==> src/adc_seq_pkg.sv <==
/*
 Shared constants and types for the converter sequencer.
 Assumes a single 25 MHz clock and that configuration is held steady while the converter is on.
*/
`default_nettype none
package adc_seq_pkg;
	localparam int RESULT_WIDTH = 10;
	localparam int BUF_DEPTH = 16;
	localparam int HALF_DEPTH = 8;
	localparam int INPUT_COUNT = 16;
	localparam int CLOCK_MHZ = 25;
	localparam int CLOCK_PERIOD_NS = 40;
	// Field positions inside the second control register
	localparam int SPI_LSB = 2;
	localparam int SPI_MSB = 5;
	localparam int SCAN_EN_BIT = 10;
	// Trigger source codes
	localparam logic [2:0] TRIG_SOFTWARE = 3'h0;
	localparam logic [2:0] TRIG_EXTERNAL = 3'h1;
	localparam logic [2:0] TRIG_TIMER = 3'h2;
	localparam logic [2:0] TRIG_AUTO = 3'h7;
	// Channel count codes; 2 and 3 both mean four channels
	localparam logic [1:0] CHAN_ONE = 2'h0;
	localparam logic [1:0] CHAN_TWO = 2'h1;
	// Read formats
	localparam logic [1:0] FORM_INTEGER = 2'h0;
	localparam logic [1:0] FORM_SIGNED_INT = 2'h1;
	localparam logic [1:0] FORM_FRACTION = 2'h2;
	localparam logic [1:0] FORM_SIGNED_FRAC = 2'h3;
	// Reset values, SAR start point, auto-sample minimum and conversion clock step
	localparam logic [3:0] RESET_NIBBLE = 4'h0;
	localparam logic [3:0] SAR_MSB_INDEX = 4'h9;
	localparam logic [9:0] SAR_FIRST_TRIAL = 10'h200;
	localparam logic [4:0] AUTO_SAMPLE_MIN = 5'h01;
	localparam logic [6:0] TAD_STEP = 7'h02;

	typedef enum logic [1:0] {
		S_IDLE = 2'b00,
		S_SAMPLE = 2'b01,
		S_CONVERT = 2'b10
	} seq_state_e;

	typedef struct packed {
		logic converter_on;
		logic [2:0] trigger_source_select;
		logic auto_sample_enable;
		logic simultaneous_sample;
		logic buffer_split_mode;
		logic alternate_input_select;
		logic [1:0] channel_count_select;
		logic reference_external;
		logic [1:0] result_format;
		logic [4:0] auto_sample_time;
		logic [5:0] conversion_clock_divider;
		logic [3:0] input_set_a;
		logic [3:0] input_set_b;
	} seq_config_s;
endpackage
`default_nettype wire

==> src/adc_sample_convert_sequencer.sv <==
/*
 Sequencing and control logic of a 10-bit successive-approximation converter:
 sampling, triggers, channel grouping, input alternation and scanning, result buffer.
 Assumes the analog front end returns the SAR comparator decision on comparator_i
 within one conversion clock, and that all inputs are synchronous to clk_i.
*/
// Notes on behaviour
// - Sixteen 10-bit result words, read as formatted 16-bit words, never written by software.
// - Sample request starts acquisition; the selected trigger ends it and starts conversion.
// - Each conversion is stored; flag and done rise after the programmed sequence count.
// - Sequential mode samples and converts each channel in turn, one sample per channel.
// - Simultaneous mode samples all channels together, converts one after another.
// - Channel count picks one, two or four sample-and-hold channels from zero upward.
// - Samples-per-interrupt sets one to sixteen sequences between interrupts.
// - Split mode fills one 8-word half, then the other, switching at each interrupt.
// - Samples-per-interrupt lives at bits 5:2; value 0111 fills exactly one half with one channel.
// - Alternate off uses set A; on alternates set A and set B each sequence.
// - Scan enable (bit 10) steps channel zero's set A input through selected inputs.
// - Scan goes low to high, restarts at each interrupt, unused higher inputs skipped.
// - Sixteen inputs feed four sample-and-hold channels and a 10-bit SAR.
// - Software selects the analog supply pair or external pins as reference.
// - The converter keeps working while the rest of the device sleeps.
// - Software trigger fires on clearing sample request; auto trigger after programmed clocks.
// - Turning converter off aborts conversion, keeps buffer, and beats a coincident start.
// - Conversion clock period is instruction period times half of divider plus one.
`default_nettype none
module adc_sample_convert_sequencer
	import adc_seq_pkg::*;
(
	input wire logic clk_i,
	input wire logic reset_n_i,
	input wire logic enable_i,
	input wire seq_config_s config_i,
	input wire logic [15:0] second_control_register_i,
	input wire logic [15:0] scan_select_register_i,
	input wire logic sample_request_set_i,
	input wire logic sample_request_clear_i,
	input wire logic timer_trigger_i,
	input wire logic external_trigger_i,
	input wire logic flag_clear_i,
	input wire logic comparator_i,
	input wire logic [3:0] read_addr_i,
	output logic sample_request_o,
	output logic [3:0] sample_hold_o,
	output logic [3:0] ch0_input_o,
	output logic input_set_b_o,
	output logic [1:0] active_channel_o,
	output logic [9:0] dac_code_o,
	output logic converting_o,
	output logic conversion_interrupt_flag_o,
	output logic done_o,
	output logic buffer_half_o,
	output logic reference_external_o,
	output logic [15:0] read_data_o
);

	////////////////////////////////////////////////////////////////////////////////
	function automatic logic [3:0] channel_mask(input logic [1:0] sel);
		if (sel == CHAN_ONE) begin
			return 4'h1;
		end else if (sel == CHAN_TWO) begin
			return 4'h3;
		end
		return 4'hF;
	endfunction

	// Lowest selected input at or above start, wrapping to the lowest selected one
	function automatic logic [3:0] scan_pick(input logic [15:0] mask, input logic [4:0] start);
		logic [3:0] above;
		logic [3:0] lowest;
		logic found;
		above = RESET_NIBBLE;
		lowest = RESET_NIBBLE;
		found = 1'b0;
		for (int i = INPUT_COUNT - 1; i >= 0; i--) begin
			if (mask[i]) begin
				lowest = 4'(i);
				if (5'(i) >= start) begin
					above = 4'(i);
					found = 1'b1;
				end
			end
		end
		return found ? above : lowest;
	endfunction

	function automatic logic [15:0] format_word(input logic [9:0] d, input logic [1:0] form);
		case (form)
			FORM_SIGNED_INT: return {{6{~d[9]}}, ~d[9], d[8:0]};
			FORM_FRACTION: return {d, 6'h00};
			FORM_SIGNED_FRAC: return {~d[9], d[8:0], 6'h00};
			default: return {6'h00, d};
		endcase
	endfunction

	////////////////////////////////////////////////////////////////////////////////
	seq_state_e state;
	logic [6:0] tad_acc;
	logic tad_tick;
	logic [4:0] sample_request_cnt;
	logic [3:0] bit_idx;
	logic [9:0] sar_result;
	logic [1:0] chan_idx;
	logic [3:0] seq_count;
	logic [3:0] wr_ptr;
	logic [3:0] scan_pos;
	logic set_b_phase;
	logic [9:0] result_mem [BUF_DEPTH];

	logic on;
	logic [3:0] spi;
	logic scan_en;
	logic [3:0] used_mask;
	logic trigger;
	logic conv_done;
	logic last_chan;
	logic seq_end;
	logic irq_event;
	logic [9:0] final_result;
	logic [3:0] wr_addr;
	logic [4:0] auto_sample_time_min;
	logic [6:0] next_tad;
	logic [3:0] next_hold;
	logic [1:0] next_chan;

	assign on = config_i.converter_on;
	assign spi = second_control_register_i[SPI_MSB:SPI_LSB];
	assign scan_en = second_control_register_i[SCAN_EN_BIT];
	assign used_mask = channel_mask(config_i.channel_count_select);
	assign auto_sample_time_min = (config_i.auto_sample_time == 5'h00) ? AUTO_SAMPLE_MIN
		: config_i.auto_sample_time;
	assign next_tad = tad_acc + TAD_STEP;
	assign conv_done = on && state == S_CONVERT && tad_tick && bit_idx == 4'h0;
	// Last channel is the top of the mask; a sum on the mask would wrap at four channels
	assign last_chan = (chan_idx == 2'h3) || !used_mask[chan_idx + 2'h1];
	assign next_chan = (!on || (conv_done && last_chan)) ? 2'h0
		: conv_done ? chan_idx + 2'h1 : chan_idx;
	assign seq_end = conv_done && last_chan;
	assign irq_event = seq_end && seq_count == spi;
	assign final_result = sar_result | {9'h000, comparator_i};
	assign wr_addr = config_i.buffer_split_mode ? {buffer_half_o, wr_ptr[2:0]} : wr_ptr;

	always_comb begin
		case (config_i.trigger_source_select)
			TRIG_SOFTWARE: trigger = sample_request_clear_i;
			TRIG_EXTERNAL: trigger = external_trigger_i;
			TRIG_TIMER: trigger = timer_trigger_i;
			TRIG_AUTO: trigger = tad_tick && (sample_request_cnt + 5'h01 >= auto_sample_time_min);
			default: trigger = 1'b0;
		endcase
	end

	always_comb begin
		next_hold = 4'h0;
		if (on && state == S_SAMPLE) begin
			if (config_i.simultaneous_sample) begin
				next_hold = used_mask;
			end else begin
				next_hold = 4'h1 << chan_idx;
			end
		end
	end

	////////////////////////////////////////////////////////////////////////////////
	// Conversion clock: adds two per instruction clock against divider plus one,
	// so even dividers average half-cycle periods without a second clock domain.
	always_ff @(posedge clk_i) begin
		if (!reset_n_i) begin
			tad_acc <= 7'h00;
			tad_tick <= 1'b0;
		end else if (enable_i) begin
			if (state == S_IDLE) begin
				tad_acc <= 7'h00;
				tad_tick <= 1'b0;
			end else if (next_tad >= {1'b0, config_i.conversion_clock_divider} + 7'h01) begin
				tad_acc <= next_tad - ({1'b0, config_i.conversion_clock_divider} + 7'h01);
				tad_tick <= 1'b1;
			end else begin
				tad_acc <= next_tad;
				tad_tick <= 1'b0;
			end
		end
	end

	// Sequencer; converter off is tested first so an abort beats any start
	always_ff @(posedge clk_i) begin
		if (!reset_n_i) begin
			state <= S_IDLE;
			sample_request_o <= 1'b0;
			sample_request_cnt <= 5'h00;
			chan_idx <= 2'h0;
		end else if (enable_i) begin
			if (!on) begin
				state <= S_IDLE;
				sample_request_o <= 1'b0;
				sample_request_cnt <= 5'h00;
				chan_idx <= 2'h0;
			end else begin
				case (state)
					S_IDLE: begin
						if (sample_request_set_i) begin
							sample_request_o <= 1'b1;
						end
						if (sample_request_o) begin
							state <= S_SAMPLE;
						end
						sample_request_cnt <= 5'h00;
					end
					S_SAMPLE: begin
						if (trigger) begin
							state <= S_CONVERT;
							sample_request_o <= 1'b0;
							sample_request_cnt <= 5'h00;
						end else if (tad_tick) begin
							sample_request_cnt <= sample_request_cnt + 5'h01;
						end
					end
					S_CONVERT: begin
						if (conv_done) begin
							if (!last_chan) begin
								chan_idx <= chan_idx + 2'h1;
								if (!config_i.simultaneous_sample) begin
									state <= S_SAMPLE;
									sample_request_o <= 1'b1;
								end
							end else begin
								chan_idx <= 2'h0;
								state <= config_i.auto_sample_enable ? S_SAMPLE : S_IDLE;
								sample_request_o <= config_i.auto_sample_enable;
							end
						end
					end
					default: state <= S_IDLE;
				endcase
			end
		end
	end

	// Successive approximation, one bit per conversion clock from the MSB down
	always_ff @(posedge clk_i) begin
		if (!reset_n_i) begin
			bit_idx <= SAR_MSB_INDEX;
			sar_result <= 10'h000;
			dac_code_o <= 10'h000;
		end else if (enable_i) begin
			if (state != S_CONVERT || !on || conv_done) begin
				bit_idx <= SAR_MSB_INDEX;
				sar_result <= 10'h000;
				dac_code_o <= SAR_FIRST_TRIAL;
			end else if (tad_tick) begin
				sar_result <= sar_result | (10'(comparator_i) << bit_idx);
				dac_code_o <= sar_result | (10'(comparator_i) << bit_idx)
					| (SAR_FIRST_TRIAL >> (SAR_MSB_INDEX - bit_idx + 4'h1));
				bit_idx <= bit_idx - 4'h1;
			end
		end
	end

	// Result buffer has no software write path and keeps its words across reset
	always_ff @(posedge clk_i) begin
		if (enable_i && conv_done) begin
			result_mem[wr_addr] <= final_result;
		end
	end

	always_ff @(posedge clk_i) begin
		if (!reset_n_i) begin
			read_data_o <= 16'h0000;
		end else if (enable_i) begin
			read_data_o <= format_word(result_mem[read_addr_i], config_i.result_format);
		end
	end

	// Write pointer, sequence count and buffer half
	always_ff @(posedge clk_i) begin
		if (!reset_n_i) begin
			wr_ptr <= RESET_NIBBLE;
			seq_count <= RESET_NIBBLE;
			buffer_half_o <= 1'b0;
		end else if (enable_i) begin
			if (!on) begin
				wr_ptr <= RESET_NIBBLE;
				seq_count <= RESET_NIBBLE;
				buffer_half_o <= 1'b0;
			end else if (irq_event) begin
				wr_ptr <= RESET_NIBBLE;
				seq_count <= RESET_NIBBLE;
				if (config_i.buffer_split_mode) begin
					buffer_half_o <= ~buffer_half_o;
				end
			end else if (conv_done) begin
				wr_ptr <= wr_ptr + 4'h1;
				if (seq_end) begin
					seq_count <= seq_count + 4'h1;
				end
			end
		end
	end

	// Input set alternation and channel zero scan position
	always_ff @(posedge clk_i) begin
		if (!reset_n_i) begin
			set_b_phase <= 1'b0;
			scan_pos <= RESET_NIBBLE;
		end else if (enable_i) begin
			if (!on || irq_event) begin
				scan_pos <= scan_pick(scan_select_register_i, 5'h00);
			end else if (conv_done && chan_idx == 2'h0 && !set_b_phase) begin
				scan_pos <= scan_pick(scan_select_register_i, {1'b0, scan_pos} + 5'h01);
			end
			if (!on || !config_i.alternate_input_select) begin
				set_b_phase <= 1'b0;
			end else if (seq_end) begin
				set_b_phase <= ~set_b_phase;
			end
		end
	end

	// Flag and done: a new event wins over a clear in the same cycle
	always_ff @(posedge clk_i) begin
		if (!reset_n_i) begin
			conversion_interrupt_flag_o <= 1'b0;
			done_o <= 1'b0;
		end else if (enable_i) begin
			if (irq_event) begin
				conversion_interrupt_flag_o <= 1'b1;
				done_o <= 1'b1;
			end else begin
				if (flag_clear_i) begin
					conversion_interrupt_flag_o <= 1'b0;
				end
				if (sample_request_set_i) begin
					done_o <= 1'b0;
				end
			end
		end
	end

	// Registered analog controls; runs on clk_i alone so it continues in sleep
	always_ff @(posedge clk_i) begin
		if (!reset_n_i) begin
			sample_hold_o <= 4'h0;
			ch0_input_o <= RESET_NIBBLE;
			input_set_b_o <= 1'b0;
			active_channel_o <= 2'h0;
			converting_o <= 1'b0;
			reference_external_o <= 1'b0;
		end else if (enable_i) begin
			sample_hold_o <= next_hold;
			input_set_b_o <= set_b_phase;
			if (set_b_phase) begin
				ch0_input_o <= config_i.input_set_b;
			end else if (scan_en) begin
				ch0_input_o <= scan_pos;
			end else begin
				ch0_input_o <= config_i.input_set_a;
			end
			// Follows the next channel so back-to-back conversions compare the right hold
			active_channel_o <= next_chan;
			converting_o <= on && state == S_CONVERT;
			reference_external_o <= config_i.reference_external;
		end
	end
endmodule
`default_nettype wire

==> config.mk <==
export PLATFORM = sky130hd
export DESIGN_NAME = adc_sample_convert_sequencer
export DESIGN_NICKNAME = d
export VERILOG_FILES = /design/src/adc_seq_pkg.sv /design/src/adc_sample_convert_sequencer.sv
export SDC_FILE = /design/constraint.sdc
export NUM_CORES = 1
export LEC_CHECK = 0
export BUFFER_PORTS_ARGS = -buffer_cell sky130_fd_sc_hd__buf_2
export CORE_UTILIZATION = 39
export CTS_CLUSTER_SIZE = 28
export DETAILED_ROUTE_END_ITERATION = 8
export GPL_ROUTABILITY_DRIVEN = 1
export PLACE_DENSITY_LB_ADDON = 0.12
export SETUP_SLACK_MARGIN = 0.02
export SYNTH_ARGS = -nofsm -noshare
export SYNTH_HDL_FRONTEND = slang
export SYNTH_SLANG_ARGS = --single-unit
==> constraint.sdc <==
create_clock -name clk_i -period 6.8 [get_ports clk_i]
set_input_delay 1.7 -clock clk_i [delete_from_list [all_inputs] [get_ports clk_i]]
set_output_delay 1.7 -clock clk_i [all_outputs]
set_load 0.05 [all_outputs]
# After elaboration in Yosys (flattened, before gate mapping)
# Memory sizes are Yosys's and may differ from the RTL's.
# Cells that the tools add are included.
# Widths: inputs -> output; s select.
[totals] latch_bits=0 elab_cells=323 mem_count=1 mem_bits_ro=0 regBits=87 input_bits=77 out_inout_bits=43 ram_bits=160
[mem_list] name="result_mem" depth=16 word_bits=10 read_ports=1 rd_clocked_by_memory_dff=0 write_ports=1 line="adc_sample_convert_sequencer.sv:108" text="logic [9:0] result_mem [BUF_DEPTH];"
[op_classes] reduce_logical=43 add_sub_neg=11 multipliers=0 muxes=191 order_cmp=19 div=0 shifts=3 n_eq_ne=26 n_bitwise=6
[ops] cell="$mux 4" count=80
[ops] cell="$mux 1" count=83
[ops] cell="$pmux 16 s3" count=1
[ops] cell="$ge 4x5->1 const A" count=8
[ops] cell="$mux 10" count=4
[ops] cell="$mux 2" count=12
[ops] cell="$ge 3x5->1 const A" count=4
[ops] cell="$mux 5" count=4
[ops] cell="$or 10x10->10" count=2
[ops] cell="$mux 7" count=2
[ops] cell="$add 4x1->4 const B" count=3
[ops] cell="$ne 3x3->1 const B" count=4
[ops] cell="$reduce_and 2->1" count=6
[ops] cell="$reduce_and 3->1" count=4
[ops] cell="$ge 1x5->1 const A" count=2
[ops] cell="$ge 2x5->1 const A" count=2
[ops] cell="$logic_and 1x1->1" count=10
[ops] cell="$or 10x1->10" count=1
[ops] cell="$pmux 5 s2" count=1
[ops] cell="$reduce_bool 2->1" count=5
[ops] cell="$shl 1x4->10" count=1
[ops] cell="$shr 10x4->10 const A" count=1
[ops] cell="$ne 3x1->1 const B" count=3
[ops] cell="$eq 2x2->1 const B" count=4
[ops] cell="other kinds (34)" count=52

# Longest topological paths before layout
[logic_depth] depth_word=71 mapped_depth=12 mapped_depth_nobuf=12

# Worst setup path after synthesis
# Ideal clock, no wire load.
[synth_path] path_type="input-to-reg" from="input port config_i[8] in the netlist's numbering" to="register tad_acc[0]" cell_stages=12 setup_time_ps=120 arrival_ps=3762 slack_ps=2918 path_buffers=1 required_time_ps=6680 cell_sequence="ha_1 inv_1 ha_1 nor2b_1 o21ai_0 a21boi_0 o21ai_0 a21boi_0 o22a_1 buf_2 and4b_1 o31a_1"
[synth_via] elab_chain_len=4 word_cells_on_any_way=5 cone_classes="2 x add/sub; 1 x order compare; 2 x mux"
[synth_lines] item="from (decl)" line="adc_sample_convert_sequencer.sv:33" text="input wire seq_config_s config_i,"
[synth_lines] item="$add 6x1->7 *" line="adc_sample_convert_sequencer.sv:175, adc_sample_convert_sequencer.sv:176"
[synth_lines] item="$sub 7x7->7 or $ge 7x7->1 (tied branches)" line="adc_sample_convert_sequencer.sv:176, adc_sample_convert_sequencer.sv:175"
[synth_lines] item="$mux 7 *" line="adc_sample_convert_sequencer.sv:175" text="end else if (next_tad >= {1'b0, config_i.conversion_clock_divider} + 7'h01) begin"
[synth_lines] item="$mux 7 *" line="adc_sample_convert_sequencer.sv:172" text="if (state == S_IDLE) begin"
[synth_lines] item="to (signal assigned)" line="adc_sample_convert_sequencer.sv:176" text="tad_acc <= next_tad - ({1'b0, config_i.conversion_clock_divider} + 7'h01);"
[synth_lines] item="to (signal assigned)" line="adc_sample_convert_sequencer.sv:179" text="tad_acc <= next_tad;"
[synth_lines] item="to (decl)" line="adc_sample_convert_sequencer.sv:98" text="logic [6:0] tad_acc;"
# Mark *: on every way between the ends. The rest lies on a longest branch, timed or not.
# A chain may end at the register's enable or synchronous reset.

# Worst setup path after layout
[layout_path] from="input port read_addr_i[0]" to="register read_data_o[7]"
[layout_via] elab_chain_len=2
[layout_lines] item="from (decl)" line="adc_sample_convert_sequencer.sv:42" text="input wire logic [3:0] read_addr_i,"
[layout_lines] item="$mem_v2 16x10"
[layout_lines] item="$pmux 16 s3" line="adc_sample_convert_sequencer.sv:88" text="case (form)"
[layout_lines] item="to (signal assigned)" line="adc_sample_convert_sequencer.sv:270" text="read_data_o <= format_word(result_mem[read_addr_i], config_i.result_format);"
[layout_lines] item="to (decl)" line="adc_sample_convert_sequencer.sv:54" text="output logic [15:0] read_data_o"
# Every way passes these cells.

==> flow_summary_export.csv <==
group,metric,value,unit
clock_network,cts.clk_slew.worst_paths,0.06,ns
sta,worstMarginPinSlew,1.09,ns
synth,yosys.area_share.adder,0.0377,
global_routing,antenna_found_initial,0,
die,initial_core_util,0.398,
cells_and_area,antenna_cells,0,
worst_setup_path,path_buf_inv,2,
worst_setup_path,worstSetupStartpointType,"input port",
power,p_seq_frac,0.468,
power,power.switching,0.794,mW
clock_network,cts_hold_buf,0,
synth,async_flop_share,0,
routing,vias_per_cell,5.39,
synth,synth_nets,1069,
hold_path,hp-class,"reg -> reg",
worst_setup_path,cpMostUsedCell,"mux4_2",
placed_design,place_congestion,0.873,
synth,ys_seq_area_frac,0.554,
routing,firstDrtPassIters,5,
routing,vias,7994,
global_routing,grt_pass1_vias,7729,
sta,slew_viol_final,0,
power,leakagePower,5.14,nW
placed_design,dpl.cell_count,1430,
clock_network,clockRootBuffer,"clkbuf_16",
global_routing,grt_pass1_wl,44200,um
power,power_frac_comb,0.078,
die,die_area,31000,um2
synth,synth-edff-count,160,
clock_network,post_cts_resized,0,
power,swShare,0.231,
worst_setup_path,cp_top_family,"multiplexers",
power,power_frac_clock,0.454,
sta,relSlewSlack,0.275,
clock_network,cts_setup_buffers,0,
synth,syn-cell-area,11800,um2
worst_setup_path,slowest_delay,0.69,ns
run,maxCapViolations,0,
synth,ys_warn_count,0,
synth,synth_compound_area_frac,0.112,
synth,synthSimpleGateAreaFrac,0.123,
power,p_per_area,251,nW/um2
sta,setup_viol,0,
synth,ys.flop_type,"edfxtp_1",
cells_and_area,regArea,6550,um2
synth,syn_avg_cell_area,12.3,um2
cells_and_area,multiInputGateArea,4920,um2
sta,fin_ws,2.89,ns
clock_network,cts_tree,"yes",
sta,rsz0062_at_grt,"no",
synth,synthMuxAreaShare,0.120,
clock_network,clkLatencyLatePin,0.55,ns
sta,skew,0.0144,ns
worst_setup_path,cp.required,7.23,ns
synth,ys_ff_latch,247,
synth,synth-xor-area-share,0.0236,
cells_and_area,layout.cells.non_filler,1482,
routing,detail_route.wirelength,28500,um
clock_network,htreeDepth,1,
worst_setup_path,crit_fanout,25,
routing,postRouteAntennaNets,0,
power,p_int,2.65,mW
sta,min_period,3.91,ns
routing,initialDrtViolationCount,620,
cells_and_area,layout-drive-gt1-share,0.224,
global_routing,track_usage,0.184,
synth,syn_inst,957,
synth,synth_top_family_by_area,"simple AND/OR/NAND/NOR gates",
placed_design,post-dp-hpwl,19300,um
worst_setup_path,worst-setup-path-type,"in -> reg",
routing,wl_per_cell,19.2,um
cells_and_area,layout-area-overhead-vs-synth,16.1,%
global_routing,grt_max_degree,43,
die,ioPinCount,120,
cells_and_area,final_nets,1182,
placed_design,place.port_buffers,108,
global_routing,overflow,0,
synth,ys_types,81,
placed_design,place_ws,2.22,ns
sta,setup_tns,0,ns
clock_network,cts_buffers,28,
clock_network,cts.sinks,247,
cells_and_area,fill_cells,2696,
worst_setup_path,critPathSlowestCell,"buf_2",
sta,fmax,256,MHz
die,die_h,176,um
die,coreArea,29700,um2
power,ir_worst_vdd,0.203,mV
status,status,"finished clean",
sta,hold_viol,0,
sta,fin_crit_sh,0.575,
worst_setup_path,crit_path_end_kind,"register",
clock_network,cts_max_path_buffers,3,
die,die_w,176,um
routing,drc,0,
worst_setup_path,crit_chain,"buf_2, buf_4, mux4_2, mux4_2, mux2i_1, nand2_1, o211a_1",
worst_setup_path,critPathArrivalTime,4.34,ns
die,rows,63,
layer usage:
layer / part of all wire / vias up / GRT usage
li1: - / 3840 / -
met1: 0.47 / 3916 / 0.260
met2: 0.47 / 201 / 0.301
met3: 0.051 / 37 / 0.0273
met4: 0.013 / 0 / 0.0370
met5: 0 / - / 0
worst min-delay path, stage by stage (launching register included):
cell     delay [ns]
dfxtp_1        0.32
nand2_1        0.05
o21ai_0        0.06
cells in the final DEF (no fill, tap or decap), drive strengths merged, types with 6 or more instances in the layout:
| cell | synthesis | routed |
|---|---|---|
| a21boi | 8 | 8 |
| a21oi | 52 | 52 |
| a221o | 10 | 10 |
| a22oi | 18 | 18 |
| a31oi | 7 | 7 |
| and3 | 8 | 8 |
| buf | 16 | 129 |
| clkbuf | 29 | 32 |
| clkinv | 0 | 13 |
| dfxtp | 87 | 87 |
| edfxtp | 160 | 160 |
| ha | 34 | 34 |
| inv | 30 | 31 |
| mux2i | 29 | 29 |
| mux4 | 50 | 50 |
| nand2 | 79 | 79 |
| nand2b | 9 | 9 |
| nand3 | 24 | 24 |
| nand4 | 7 | 7 |
| nor2 | 82 | 82 |
| nor2b | 39 | 39 |
| nor3 | 8 | 8 |
| nor3b | 6 | 6 |
| nor4 | 6 | 6 |
| o21a | 6 | 6 |
| o21ai | 49 | 49 |
| or2 | 6 | 6 |
| xnor2 | 18 | 18 |
| xor2 | 13 | 13 |
cell usage after synthesis, types with 4 or more instances:
cell type  number  area share
nand2_1        79       0.025
edfxtp_1      160        0.41
nand3_1        23      0.0097
nor2b_1        39       0.021
a21o_1          5      0.0032
o21a_1          6      0.0038
clkbuf_1       25      0.0079
o21bai_1        4      0.0025
a31oi_1         7      0.0037
xor2_1         12      0.0089
mux2i_1        29       0.025
and2_1          4      0.0021
nand2b_1        9      0.0048
a22oi_1        18       0.011
dfxtp_1        87        0.15
a21oi_1        52       0.022
xnor2_1        18       0.013
nand4_1         6      0.0032
nor3b_1         6      0.0038
buf_1           5      0.0016
ha_1           34       0.036
mux4_2         50       0.095
o21ai_0        47       0.020
nor4_1          6      0.0032
and3_1          6      0.0032
buf_2           7      0.0030
a21boi_0        8      0.0051
a221o_1        10      0.0085
nor2_1         81       0.026
nor3_1          8      0.0034
inv_1          30      0.0095
or2_2           6      0.0032
power groups by stage:
stage	registers (mW)	clock network, mW	logic [mW]
6_report	1.61	1.56	0.270
2_1_floorplan	1.66	0	0.175
5_1_grt	1.61	1.65	0.298
3_5_place_dp	1.64	0	0.271
3_3_place_gp	1.64	0	0.272
4_1_cts	1.61	1.60	0.272
registers in the layout (all words and copies together), names as in the netlist, 2 cells and up:
name,flops
sample_hold_o,4
tad_acc,7
sample_request_cnt,5
chan_idx,2
active_channel_o,2
seq_count,4
read_data_o,16
dac_code_o,10
scan_pos,4
sar_result,10
result_mem,160
wr_ptr,4
bit_idx,4
ch0_input_o,4
state,2
logic make-up (layout without fill, tap and decap cells):
group                      Yosys count  after routing
and+or+nand+nor                    292            292
buffers and inverters               76            211
DFF                                247            247
muxes                               79             79
AOI/OAI and AO/OA                  197            197
adders and majority gates           35             35
xor gates and xnor gates            31             31
per-stage QoR:
stage / cell area [um2] / total power, mW / hold WS, ns / util
2_1_floorplan: 11800 / 1.84 / 0.445 / -
3_3_place_gp: 12800 / 1.92 / 0.460 / 0.429
3_5_place_dp: 12800 / 1.92 / 0.468 / 0.429
4_1_cts: 13700 / 3.48 / 0.486 / 0.462
5_1_grt: 13700 / 3.56 / 0.506 / 0.462
6_report: 13700 / 3.44 / 0.481 / 0.462
layout make-up:
type,count,share of cell area
tap,390,0.0356
clock inverter,20,0.0171
clock buffer,32,0.0529
timing repair buffer,129,0.0509
sequential,247,0.477
inverter,30,0.00821
multi-input combinational,634,0.358
path summary, 6_finish.rpt:
| path | from | to | slack [ns] | depth (start not counted) |
|---|---|---|---|---|
| setup / recovery | read_addr_i[0] | read_data_o[7]$_SDFFE_PN0P_ | 2.89 | 7 |
| hold reg to reg | tad_acc[6]$_SDFFE_PN0P_ | tad_acc[6]$_SDFFE_PN0P_ | 0.48 | 2 |
| hold / removal | tad_acc[6]$_SDFFE_PN0P_ | tad_acc[6]$_SDFFE_PN0P_ | 0.48 | 2 |
| setup reg to reg | scan_pos[0]$_SDFFE_PN0P_ | scan_pos[1]$_SDFFE_PN0P_ | 3.44 | 9 |
Power figures use the tool's default switching activity.
